===== src/hw/alu_pkg.sv =====
// package: opcodes, flag positions, cycle counts for the arithmetic unit
// Overview of operation
// [RQ1] add registers, optional carry, one cycle
// [RQ2] word plus immediate, flags with sign, two cycles
// [RQ3] subtract register or constant, one cycle
// [RQ4] subtract with carry, register or constant
// [RQ5] word minus immediate, two cycles
// [RQ6] conjunction with register or constant, Z N V
// [RQ7] disjunction with register or constant, Z N V
// [RQ8] exclusive disjunction of registers, Z N V
// [RQ9] bit inversion is ff minus value
// [RQ10] set bits by or, clear by and-not
// [RQ11] zero sign check ands register with itself
// [RQ12] products unsigned, signed, mixed into r1:r0
// [RQ13] unsigned fraction product shifted left one
// [RQ14] signed fraction product shifted left one
// [RQ15] arithmetic inverse is zero minus value
// [RQ16] plus or minus one, carry kept
// [RQ17] all ones load no flags; zero register
package alu_pkg;
  // operation codes
  typedef enum logic [4:0] {
    op_add          = 5'h00,
    op_add_carry    = 5'h01,
    op_word_plus    = 5'h02,
    op_sub          = 5'h03,
    op_sub_carry    = 5'h04,
    op_word_minus   = 5'h05,
    op_and          = 5'h06,
    op_or           = 5'h07,
    op_xor          = 5'h08,
    op_bit_inv      = 5'h09,
    op_arith_inv    = 5'h0a,
    op_set_bits     = 5'h0b,
    op_clear_bits   = 5'h0c,
    op_plus_one     = 5'h0d,
    op_minus_one    = 5'h0e,
    op_check        = 5'h0f,
    op_zero_reg     = 5'h10,
    op_all_ones     = 5'h11,
    op_mul_u        = 5'h12,
    op_mul_s        = 5'h13,
    op_mul_su       = 5'h14,
    op_unsigned_fraction_product_u       = 5'h15,
    op_unsigned_fraction_product_s       = 5'h16
  } alu_op_t;
  // flag bit positions in the status byte
  localparam int FLAG_C = 0;
  localparam int FLAG_Z = 1;
  localparam int FLAG_N = 2;
  localparam int FLAG_V = 3;
  localparam int FLAG_S = 4;
  localparam int FLAG_H = 5;
  // reset values and cycle counts
  localparam logic [7:0] FLAGS_RESET = 8'h00;
  localparam logic [7:0] ALL_ONES    = 8'hff;
  localparam logic [7:0] ONE         = 8'h01;
  localparam int SINGLE_CYCLES = 1;
  localparam int DOUBLE_CYCLES = 2;
endpackage : alu_pkg


===== src/hw/byte_adder.sv =====
// eight-bit adder/subtractor with carry, half carry and overflow
`timescale 1ns/1ns
module byte_adder
  import alu_pkg::*;
(
  input  wire logic [7:0] a,
  input  wire logic [7:0] b,
  input  wire logic       cin,
  input  wire logic       sub,
  output logic      [7:0] sum,
  output logic            cout,
  output logic            hout,
  output logic            vout
);
  logic [8:0] full;
  logic [4:0] low;
  // subtraction borrows: a - b - cin
  always_comb begin
    if (sub) begin
      full = {1'b0, a} - {1'b0, b} - {8'h00, cin};
      low  = {1'b0, a[3:0]} - {1'b0, b[3:0]} - {4'h0, cin};
      vout = (a[7] & ~b[7] & ~full[7]) | (~a[7] & b[7] & full[7]);
    end else begin
      full = {1'b0, a} + {1'b0, b} + {8'h00, cin};
      low  = {1'b0, a[3:0]} + {1'b0, b[3:0]} + {4'h0, cin};
      vout = (a[7] & b[7] & ~full[7]) | (~a[7] & ~b[7] & full[7]);
    end
    sum  = full[7:0];
    cout = full[8];
    hout = low[4];
  end
endmodule : byte_adder


===== src/hw/byte_multiplier.sv =====
// eight by eight multiplier with signed, mixed and fraction modes
`timescale 1ns/1ns
module byte_multiplier
  import alu_pkg::*;
(
  input  wire logic [7:0]  a,
  input  wire logic [7:0]  b,
  input  wire logic        a_signed,
  input  wire logic        b_signed,
  input  wire logic        fraction,
  output logic      [15:0] product,
  output logic             carry
);
  logic [15:0] a_ext;
  logic [15:0] b_ext;
  logic [15:0] raw;
  // sign extend per operand; the low sixteen bits of the extended product
  // are the result for every sign mix, then optional left shift
  always_comb begin
    a_ext = {{8{a_signed & a[7]}}, a};
    b_ext = {{8{b_signed & b[7]}}, b};
    raw   = a_ext * b_ext;
    carry = raw[15];
    product = fraction ? {raw[14:0], 1'b0} : raw; // RQ13 RQ14
  end
endmodule : byte_multiplier


===== src/hw/cpu_arith_logic_unit.sv =====
// arithmetic and logic datapath with registered result and flags
`timescale 1ns/1ns
module cpu_arith_logic_unit
  import alu_pkg::*;
(
  input  wire logic        ref_clk,
  input  wire logic        reset,
  input  wire logic        start,
  input  wire logic [4:0]  op,
  input  wire logic [7:0]  dest_in,
  input  wire logic [7:0]  dest_high_in,
  input  wire logic [7:0]  src_in,
  input  wire logic        use_constant,
  input  wire logic [7:0]  constant_in,
  input  wire logic        carry_in,
  output logic             busy,
  output logic             done,
  output logic [7:0]       result_low,
  output logic [7:0]       result_high,
  output logic             write_low,
  output logic             write_high,
  output logic             write_product,
  output logic [7:0]       flags,
  output logic [7:0]       flag_update
);
  // ==========================================================
  // state
  typedef enum logic [1:0] {
    st_idle  = 2'b01,
    st_second = 2'b10
  } phase_t;

  // hold fields carry the first half of a two-cycle op
  typedef struct packed {
    phase_t     phase;
    logic       busy;
    logic       done;
    logic [7:0] result_low;
    logic [7:0] result_high;
    logic       write_low;
    logic       write_high;
    logic       write_product;
    logic [7:0] flags;
    logic [7:0] flag_update;
    logic [7:0] hold_high;
    logic       hold_carry;
    logic       hold_sub;
    logic       hold_mul;
    logic [7:0] hold_low;
  } state_t;

  // registered state and its next value
  state_t cur;
  state_t next_state;

  // ==========================================================
  // shared datapath
  logic [7:0]  operand;
  logic [7:0]  add_a;
  logic [7:0]  add_b;
  logic        add_cin;
  logic        add_sub;
  logic [7:0]  add_sum;
  logic        add_c;
  logic        add_h;
  logic        add_v;
  logic [15:0] product;
  logic        prod_c;
  logic        is_word;
  logic        op_known;

  // operand source, second word cycle, defined codes
  assign operand = use_constant ? constant_in : src_in;
  assign is_word = cur.phase == st_second && !cur.hold_mul;
  assign op_known = op <= op_unsigned_fraction_product_s; // undefined codes do nothing

  // one shared byte adder for every add and subtract
  byte_adder byte_adder_inst (
    .a    (add_a),
    .b    (add_b),
    .cin  (add_cin),
    .sub  (add_sub),
    .sum  (add_sum),
    .cout (add_c),
    .hout (add_h),
    .vout (add_v)
  );

  // multiplier with sign and shift selects from the code
  byte_multiplier byte_multiplier_inst (
    .a        (dest_in),
    .b        (src_in),
    .a_signed (op == op_mul_s || op == op_mul_su || op == op_unsigned_fraction_product_s),
    .b_signed (op == op_mul_s || op == op_unsigned_fraction_product_s),
    .fraction (op == op_unsigned_fraction_product_u || op == op_unsigned_fraction_product_s),
    .product  (product),
    .carry    (prod_c)
  );

  // adder operand steering; second word cycle works the high byte
  always_comb begin
    add_a   = dest_in;
    add_b   = operand;
    add_cin = 1'b0;
    add_sub = 1'b0;
    // high byte of a word op: held byte plus or minus the held carry
    if (is_word) begin
      add_a   = cur.hold_high;
      add_b   = 8'h00;
      add_cin = cur.hold_carry;
      add_sub = cur.hold_sub;
    end else begin
      // byte ops steer by code; the rest keep a plain add
      unique case (op)
        op_add_carry:  add_cin = carry_in;              // RQ1
        op_sub:        add_sub = 1'b1;                  // RQ3
        op_sub_carry: begin
          add_sub = 1'b1;
          add_cin = carry_in;                           // RQ4
        end
        op_word_minus: add_sub = 1'b1;                  // RQ5
        // arithmetic inverse: zero minus the register
        op_arith_inv: begin
          add_a   = 8'h00;
          add_b   = dest_in;
          add_sub = 1'b1;                               // RQ15
        end
        // step by one uses the constant one
        op_plus_one:   add_b = ONE;                     // RQ16
        op_minus_one: begin
          add_b   = ONE;
          add_sub = 1'b1;                               // RQ16
        end
        default: ;
      endcase
    end
  end

  // ==========================================================
  // next state
  // one decode for every op; single ops answer at the next edge,
  // word ops park their low byte, product ops their whole result, in the hold fields
  always_comb begin
    logic [7:0] val;
    logic [7:0] upd;
    logic [7:0] f;
    logic       znv;
    val   = 8'h00;
    upd   = 8'h00;
    f     = 8'h00;
    znv   = 1'b0;
    next_state = cur;
    // pulses fall after one cycle unless raised again below
    next_state.done          = 1'b0;
    next_state.write_low     = 1'b0;
    next_state.write_high    = 1'b0;
    next_state.write_product = 1'b0;
    next_state.flag_update   = 8'h00;
    unique case (cur.phase)
      st_idle: begin
        // start is only looked at here, so a start while busy is lost
        if (start && op_known) begin
          unique case (op)
            // byte arithmetic: c z n v h
            op_add, op_add_carry, op_sub, op_sub_carry,
            op_arith_inv: begin
              val       = add_sum;                      // RQ1 RQ3 RQ4
              f[FLAG_C] = add_c;
              f[FLAG_H] = add_h;
              f[FLAG_V] = add_v;
              upd       = 8'h2f;                        // RQ15
            end
            // step by one: carry is left as it was
            op_plus_one, op_minus_one: begin
              val       = add_sum;
              f[FLAG_V] = add_v;
              upd       = 8'h0e;                        // RQ16
            end

            // logic ops: z and n, overflow cleared
            op_and, op_check: begin
              val = dest_in & (op == op_check ? dest_in : operand); // RQ6 RQ11
              znv = 1'b1;
            end
            // disjunction and set-bits share one path
            op_or, op_set_bits: begin
              val = dest_in | operand;                  // RQ7 RQ10
              znv = 1'b1;
            end
            // clear-bits: and with the inverted mask
            op_clear_bits: begin
              val = dest_in & (ALL_ONES - operand);     // RQ10
              znv = 1'b1;
            end
            // exclusive disjunction with register or constant
            op_xor: begin
              val = dest_in ^ operand;                  // RQ8
              znv = 1'b1;
            end
            // register clear gives zero, z set
            op_zero_reg: begin
              val = dest_in ^ dest_in;                  // RQ17
              znv = 1'b1;
            end

            // bit inversion always sets carry
            op_bit_inv: begin
              val       = ALL_ONES - dest_in;           // RQ9
              f[FLAG_C] = 1'b1;
              upd       = 8'h0f;
            end
            // all-ones load leaves every flag alone
            op_all_ones: val = ALL_ONES;                // RQ17

            // word ops: low byte now, high byte next cycle
            op_word_plus, op_word_minus: begin
              next_state.hold_low   = add_sum;          // RQ2 RQ5
              next_state.hold_carry = add_c;
              next_state.hold_sub   = op == op_word_minus;
              next_state.hold_high  = dest_high_in;
              next_state.hold_mul   = 1'b0;
              next_state.phase      = st_second;
              next_state.busy       = 1'b1;
            end
            // products: whole result now, written next cycle
            op_mul_u, op_mul_s, op_mul_su, op_unsigned_fraction_product_u, op_unsigned_fraction_product_s: begin
              next_state.hold_low   = product[7:0];     // RQ12
              next_state.hold_high  = product[15:8];
              next_state.hold_carry = prod_c;
              next_state.hold_mul   = 1'b1;
              next_state.phase      = st_second;
              next_state.busy       = 1'b1;
            end
            // every defined code is listed above
            default: ;
          endcase
          // single ops finish here: result, z and n, merged flags
          if (next_state.phase == st_idle) begin
            f[FLAG_Z] = val == 8'h00;
            f[FLAG_N] = val[7];
            if (znv) upd = 8'h0e;                       // RQ6 RQ7 RQ8
            next_state.result_low  = val;
            next_state.write_low   = 1'b1;
            next_state.done        = 1'b1;
            next_state.flag_update = upd;
            next_state.flags       = (cur.flags & ~upd) | (f & upd);
          end
        end
      end
      // second cycle of a two-cycle op; any start now is ignored
      st_second: begin
        if (cur.hold_mul) begin
          // product: z over all sixteen bits, c from the multiplier
          f[FLAG_C] = cur.hold_carry;                   // RQ12 RQ13 RQ14
          f[FLAG_Z] = {cur.hold_high, cur.hold_low} == 16'h0000;
          upd = 8'h03;
          next_state.write_product = 1'b1;
        end else begin
          // word: high byte takes the carry or borrow of the low byte
          f[FLAG_C] = add_c;                            // RQ2 RQ5
          f[FLAG_N] = add_sum[7];
          f[FLAG_V] = cur.hold_sub ? (cur.hold_high[7] & ~add_sum[7])
                                   : (~cur.hold_high[7] & add_sum[7]);
          f[FLAG_S] = f[FLAG_N] ^ f[FLAG_V];
          f[FLAG_Z] = {add_sum, cur.hold_low} == 16'h0000;
          upd = 8'h1f;
          next_state.write_low = 1'b1;
        end
        next_state.result_low  = cur.hold_low;
        next_state.result_high = cur.hold_mul ? cur.hold_high : add_sum;
        next_state.write_high  = 1'b1;
        next_state.flag_update = upd;
        next_state.flags       = (cur.flags & ~upd) | (f & upd);
        next_state.done        = 1'b1;
        next_state.busy        = 1'b0;
        next_state.phase       = st_idle;
      end
      // an illegal phase code falls back to idle
      default: next_state.phase = st_idle;
    endcase
  end

  // ==========================================================
  // registers
  // reset clears everything, phase to idle, flags to their reset value
  always_ff @(posedge ref_clk or posedge reset) begin
    if (reset) begin
      cur <= '{phase: st_idle, flags: FLAGS_RESET, default: '0};
    end else begin
      cur <= next_state;
    end
  end

  // ==========================================================
  // outputs, straight from the state flops
  assign busy          = cur.busy;
  assign done          = cur.done;
  assign result_low    = cur.result_low;
  assign result_high   = cur.result_high;
  assign write_low     = cur.write_low;
  assign write_high    = cur.write_high;
  assign write_product = cur.write_product;
  assign flags         = cur.flags;
  assign flag_update   = cur.flag_update;
endmodule : cpu_arith_logic_unit


===== config.mk =====
export PLATFORM = sky130hd
export DESIGN_NAME = cpu_arith_logic_unit
export DESIGN_NICKNAME = d
export VERILOG_FILES = /design/src/hw/alu_pkg.sv /design/src/hw/byte_adder.sv /design/src/hw/byte_multiplier.sv /design/src/hw/cpu_arith_logic_unit.sv
export SDC_FILE = /design/constraint.sdc
export NUM_CORES = 1
export LEC_CHECK = 0
export ABC_CLOCK_PERIOD_IN_PS = 4700
export BUFFER_PORTS_ARGS = -buffer_cell sky130_fd_sc_hd__buf_2
export CAP_MARGIN = 20
export CELL_PAD_IN_SITES_DETAIL_PLACEMENT = 1
export CELL_PAD_IN_SITES_GLOBAL_PLACEMENT = 1
export CORE_UTILIZATION = 46
export DETAILED_ROUTE_END_ITERATION = 10
export PLACE_DENSITY_LB_ADDON = 0.1
export REMOVE_ABC_BUFFERS = 1
export SLEW_MARGIN = 25
export SYNTH_ARGS = -nofsm -noshare
export SYNTH_HDL_FRONTEND = slang
export SYNTH_SLANG_ARGS = --single-unit

===== constraint.sdc =====
create_clock -name ref_clk -period 4.7 [get_ports ref_clk]
set_input_delay 0.94 -clock ref_clk [delete_from_list [all_inputs] [get_ports ref_clk]]
set_output_delay 0.94 -clock ref_clk [all_outputs]
set_load 0.02 [all_outputs]

# Word level (Yosys, flattened, before mapping)
# Index checks and enable logic that the tools add are counted.
[word_totals]
regBits = 58
wordCells = 178
[op_classes]
addsub = 10
n_reduce_logical = 28
multipliers = 1
n_eq_ne = 28
order_cmp = 1
mux = 61
n_bitwise = 34
[ops]
columns = ["op", "count"]
rows = [
  ["$mux 8", 12],
  ["$pmux 8 s8", 1],
  ["$eq 5x4->1 const B", 8],
  ["$pmux 9 s2", 2],
  ["$eq 5x5->1 const B", 7],
  ["$mux 35", 1],
  ["$and 8x8->8", 4],
  ["$logic_not 16->1", 2],
  ["$mux 16", 2],
  ["$pmux 16 s2", 1],
  ["$or 8x8->8", 3],
  ["$mux 1", 22],
  ["$reduce_or 7->1", 3],
  ["$eq 5x3->1 const B", 4],
  ["$pmux 10 s2", 1],
  ["$mux 9", 2],
  ["$pmux 6 s3", 1],
  ["$mul 9x9->16", 1],
  ["$not 8->8", 2],
  ["$pmux 8 s2", 1],
  ["$sub 8x8->8 const A", 2],
  ["$xor 8x8->8", 2],
  ["$mux 3", 5],
  ["$reduce_or 5->1", 3],
  ["33 further kinds", 71],
]

# Logic depth before layout (Yosys ltp)
[depth]
depth_word = 18
ltp_mapped = 24
mapped_depth_nobuf = 22

# By module
# A second synthesis with hierarchy kept.
[hier_totals]
hier_cells = 933
hier_area_um2 = 7906.3
[by_module_without_submodules]
columns = ["mod", "cells_per_inst", "instances", "area_per_inst_um2"]
rows = [
  ["cpu_arith_logic_unit", 483, 1, 4035.1],
  ["byte_multiplier", 327, 1, 2884.0],
  ["byte_adder", 123, 1, 987.2],
]

# Worst setup path after synthesis
# No wires, ideal clock.
[synth_timing]
path_kind = "input port to flip-flop"
start = "input op[2]"
end = "register cur[10] (netlist bit)"
cell_stages = 22
n_path_buf = 2
t_arrival_ns = 6.466
path_slack_ns = -1.892
required_ns = 4.574
path_cell_list = "buf_2 buf_2 mux2_2 nor3_2 nand2_1 fa_1 inv_1 fa_1 inv_1 fa_1 inv_1 fa_1 inv_1 fa_1 inv_1 ha_1 a21oi_1 o21bai_1 a2111oi_0 o31ai_1 xnor2_1 a221o_1"
[synth_between]
elab_chain_cells = 8
[synth_rtl]
columns = ["item", "line", "text"]
rows = [
  ["start, declared", "cpu_arith_logic_unit.sv:9", "input wire logic [4:0] op,"],
  ["$eq 5x4->1", "cpu_arith_logic_unit.sv:114", "unique case (op)"],
  ["$reduce_or 2->1 (no source line)", "n/a", ""],
  ["$pmux 8 s2", "cpu_arith_logic_unit.sv:114", ""],
  ["$mux 8", "cpu_arith_logic_unit.sv:107", "if (is_word) begin"],
  ["$add 8x8->9 / $sub 8x8->9 (equally long branches)", "byte_adder.sv:24, byte_adder.sv:20", ""],
  ["$add 9x1->9 / $sub 9x1->9 (equally long branches)", "byte_adder.sv:24, byte_adder.sv:20", ""],
  ["$mux 9", "byte_adder.sv:19", "if (sub) begin"],
  ["$pmux 9 s2", "cpu_arith_logic_unit.sv:163", "unique case (op)"],
  ["end signal, assigned", "cpu_arith_logic_unit.sv:290", "cur <= next_state;"],
  ["end, declared", "cpu_arith_logic_unit.sv:53", "state_t cur;"],
]
# Parallel ways exist; a longest one is shown, timed or not.
# A chain may end at the register's enable or synchronous reset.

# Final worst setup path
[layout_timing]
start = "input op[2]"
end = "register cur[16] (netlist bit)"
[layout_between]
elab_chain_cells = 7
[layout_rtl]
columns = ["item", "line", "text"]
rows = [
  ["$eq 5x5->1, on equally long branches", "cpu_arith_logic_unit.sv:93, cpu_arith_logic_unit.sv:94, cpu_arith_logic_unit.sv:163", ""],
  ["$logic_or 1x1->1 (2 in a row)", "cpu_arith_logic_unit.sv:93", ".a_signed (op == op_mul_s || op == op_mul_su || op == op_unsigned_fraction_product_s),"],
  ["$and 1x1->1", "byte_multiplier.sv:20", "a_ext = {{8{a_signed & a[7]}}, a};"],
  ["$mul 9x9->16", "byte_multiplier.sv:22", "raw = a_ext * b_ext;"],
  ["$mux 16", "byte_multiplier.sv:24", "product = fraction ? {raw[14:0], 1'b0} : raw;"],
  ["$pmux 9 s2", "cpu_arith_logic_unit.sv:163", ""],
]
# Parallel ways exist; a longest one is shown, timed or not.

==> impl_metrics.yaml <==
flow_run:
  cap_violations: 0
critical_path:
  cp.buffers_inverters: 8
  critPathSlowestCell: "fa_1"
  max_stage_delay_ns: 0.52
  r2r-end: "flags[1]"
  rrSetupSlack_ns: 0.38
  critPathArrivalTime_ns: 6.13
  critPathKind: "primary input to register"
  reg2reg_depth: 19
  crit_path_cell_trace: "buf_8, mux2_4, nor3_4, nand2_2, fa_1, inv_1, fa_1, inv_1, fa_1, inv_2, fa_1, inv_1, fa_1, inv_2, ha_4, inv_1, o21bai_4, a2111oi_4, buf_4, nor3_2, xor2_1, mux2i_1, a21oi_1"
  crit_path_frequent_cell: "fa_1"
  crit_family: "adder cells"
  worstSetupStartpointType: "primary input"
  critPathCaptureType: "register"
  cp.required_ns: 4.91
  timing.rr.start: "cur[56]"
  path_max_fanout: 3
sta:
  timing.final.crit_share_pct: 126
  fin_hold_ws_ns: 0.483
  timing.fmax_ghz: 0.169
  slew_violations: 0
  fin_worst_skew_ns: 0.00541
  setup_viol: 9
  timing.final.ws_setup_ns: -1.23
  rsz0062_at_grt: "true"
  layout_min_cycle_time_ns: 5.93
  hold_viol_final: 0
  relSlewSlack_pct: 39.9
  tightest_slew_ns: 0.900
global_route:
  grt_max_degree: 54
  grtUsageTotal_pct: 32.7
  overflow: 0
  grt_pass1_wl_mm: 45.0
  grt_antenna_before_repair: 0
  grt_pass1_vias: 8306
min_path:
  hp-class: "register to register"
  hold_depth: 2
  min_from: "result_low[0]"
  whs_endpoint: "result_low[0]"
synth:
  synth.avg_cell_area_sq_um: 8.14
  synthArstFlopShare_pct: 100
  synthDistinctLibCells: 80
  netlist_area_sq_um: 7940
  ys.flop_type: "dfrtp_1"
  ys_ff_latch: 53
  synth_cells: 976
  synth_warnings: 0
  ys_seq_area_share_pct: 16.7
  synth-edff-count: 0
cts:
  cts_hold_buffers: 0
  root_buffer: "clkbuf_16"
  insertion_delay_ns: 0.29
  cts_tree: "done"
  cts_sinks: 53
  clock_path_buffers: 2
  clk_pin_slew_worst_paths_ns: 0.07
  htreeDepth: 2
  cts-buffers-inserted: 5
placement:
  dp_hpwl_mm: 22.7
  gp_congestion: 0.923
  port_buffers: 74
  dp_slack_ns: -1.78
power_and_ir_drop:
  p_leak_nw: 4.96
  peakVddDrop_uv: 216
  p_total_w: 0.00469
  power.density_nw_per_um2: 467
route:
  drt_iter0_markers: 557
  drc_errors: 0
  first_pass_iters: 5
  wire_per_inst_microns: 21.9
  vias: 7885
  via_per_inst: 5.84
  ant_nets: 0
  drt_wl_total_mm: 29.6
run_status:
  violations: "negative setup slack"
  status: "finished, violations left"
die:
  pin_count: 79
  dieArea_sq_um: 17800
  start_util_pct: 47.6
  die_width_microns: 133
  die_h_microns: 133
  rows: 47
  core-area_sq_um: 16700
layout:
  area_growth_pct: 26.4
  drive_gt1_share_pct: 29.6
  nets: 1304
  diodes: 0
-- state kept, by name, indices dropped and copies added, names as in the netlist, 5 cells and up --
register / flops
result_low: 8
flags: 6
cur: 21
flag_update: 5
result_high: 8
-- kinds of logic (layout without fill, tap and decap cells) --
logic type / count (synthesis) / in the layout / share of synthesized area, %
buffers and inverters: 216 / 367 / 12.1
AND/OR/NAND/NOR: 287 / 287 / 17.8
flip-flops: 53 / 53 / 16.7
AO/OA/AOI/OAI: 221 / 221 / 18.1
other: 1 / 4 / 0.0472
multiplexers: 34 / 34 / 4.57
XOR/XNOR: 30 / 30 / 3.31
adder cells (fa/ha/maj): 134 / 134 / 27.4
-- report_power, final --
group | total, W | switching [W] | internal [W]
Sequential | 0.000810 | 0.000179 | 0.000631
Combinational | 0.00350 | 0.00196 | 0.00154
Clock | 0.000383 | 0.000171 | 0.000212
-- cells in the mapped netlist (all sizes together) (4+ instances only) --
cell type,instances,share of area [%]
a211o,4,0.44
or2,6,0.47
nand3,13,0.82
o22ai,7,0.55
o2bb2ai,5,0.55
mux2,18,2.6
a31oi,4,0.32
nor3,13,0.88
a22oi,18,1.7
clkbuf,35,1.7
nor2,62,3.0
nand4,4,0.32
nand2b,10,0.79
nor2b,5,0.39
o21ai,66,4.2
ha,66,10
o31ai,5,0.47
xnor2,19,2.1
nor4b,4,0.44
a22o,8,0.88
o2111ai,4,0.44
a211oi,9,0.91
a21oi,47,3.0
or3,5,0.39
a21o,4,0.38
dfrtp,52,16
mux2i,16,2.0
inv,132,6.3
xor2,11,1.2
fa,67,17
o211ai,5,0.47
nor4,6,0.66
nand2,107,5.1
buf,49,4.1
nor3b,4,0.44
and2,36,2.8
a221o,4,0.50
-- layout by cell type (no fill, tap or decap), types with 5 or more instances in the layout --
cell type,n
buf_4,149
inv_1,125
nand2_1,103
buf_2,64
fa_1,63
o21ai_0,58
nor2_1,57
ha_1,54
dfrtp_1,52
a21oi_1,39
and2_1,36
mux2_2,17
a22oi_1,17
mux2i_1,16
xnor2_1,15
nand3_1,12
ha_4,11
nor3_1,10
xor2_1,8
nand2b_1,8
a22o_1,8
buf_6,8
o21ai_1,7
o22ai_1,7
inv_2,6
o211ai_1,5
or3_1,5
nor4_1,5
a211oi_1,5
a21oi_2,5
clkbuf_16,5
-- what timing repair did --
action / 4_1_cts / 5_1_grt
setup endpoints to repair: 11 / 18
buffers inserted: 10 / 5
gates resized for setup: 64 / 47
pin swaps: 36 / 28
gates cloned: 0 / 0
hold endpoints to repair: 0 / 0
-- worst max-delay path by stage --
stage | to | cells past startpoint | startpoint | slack (ns)
2_1_floorplan | cur[10] | 21 | op[0] | -1.54
3_3_place_gp | cur[10] | 22 | op[2] | -1.66
3_5_place_dp | cur[18] | 23 | op[2] | -1.78
4_1_cts | cur[10] | 22 | op[2] | -1.01
5_1_grt | cur[18] | 24 | op[0] | -1.42
6_report | cur[16] | 23 | op[2] | -1.23
-- stage by stage --
step           cells  setup TNS [ns]  area [sq um]  util [%]
2_1_floorplan    895          -10.67          7490         -
3_3_place_gp    1329          -13.71          9220      55.2
3_5_place_dp    1329          -15.40          9220      55.2
4_1_cts         1345           -7.40          9740      58.3
5_1_grt         1350          -10.67         10000      60.1
6_report        1350           -9.29         10000      60.1
-- worst reg2reg max path: stages (launching register included) --
cell and delay (ns):
dfstp_2 0.38, inv_1 0.13, ha_1 0.21, nand2_2 0.07, inv_2 0.27, nor3_1 0.09, a32o_1 0.31, inv_1 0.10
fa_1 0.22, inv_1 0.07, fa_1 0.47, a211oi_2 0.28, o21bai_1 0.18, xnor2_1 0.09, mux2i_1 0.31, o221ai_1 0.34
nor2_1 0.19, nor4b_1 0.26, buf_4 0.17, a31o_1 0.13
-- final cells by class --
type,instances,area [sq um]
fillers,2024,6660
multi-input cells,710,6170
repair buffers,227,1610
flip-flops and latches,53,1330
inverters,132,498
well taps,220,275
clock buffers,6,139
clock inverters,2,13.8
-- layer usage --
layer / up-vias / part of all wire, % / global-route usage, %
met2: 286 / 49 / 55.6
met5: - / 0 / 0
met1: 3972 / 43 / 43.8
met4: 0 / 3.0 / 10.2
li1: 3553 / - / -
met3: 74 / 5.3 / 3.16
No activity file was read; power rests on OpenSTA's default activity.
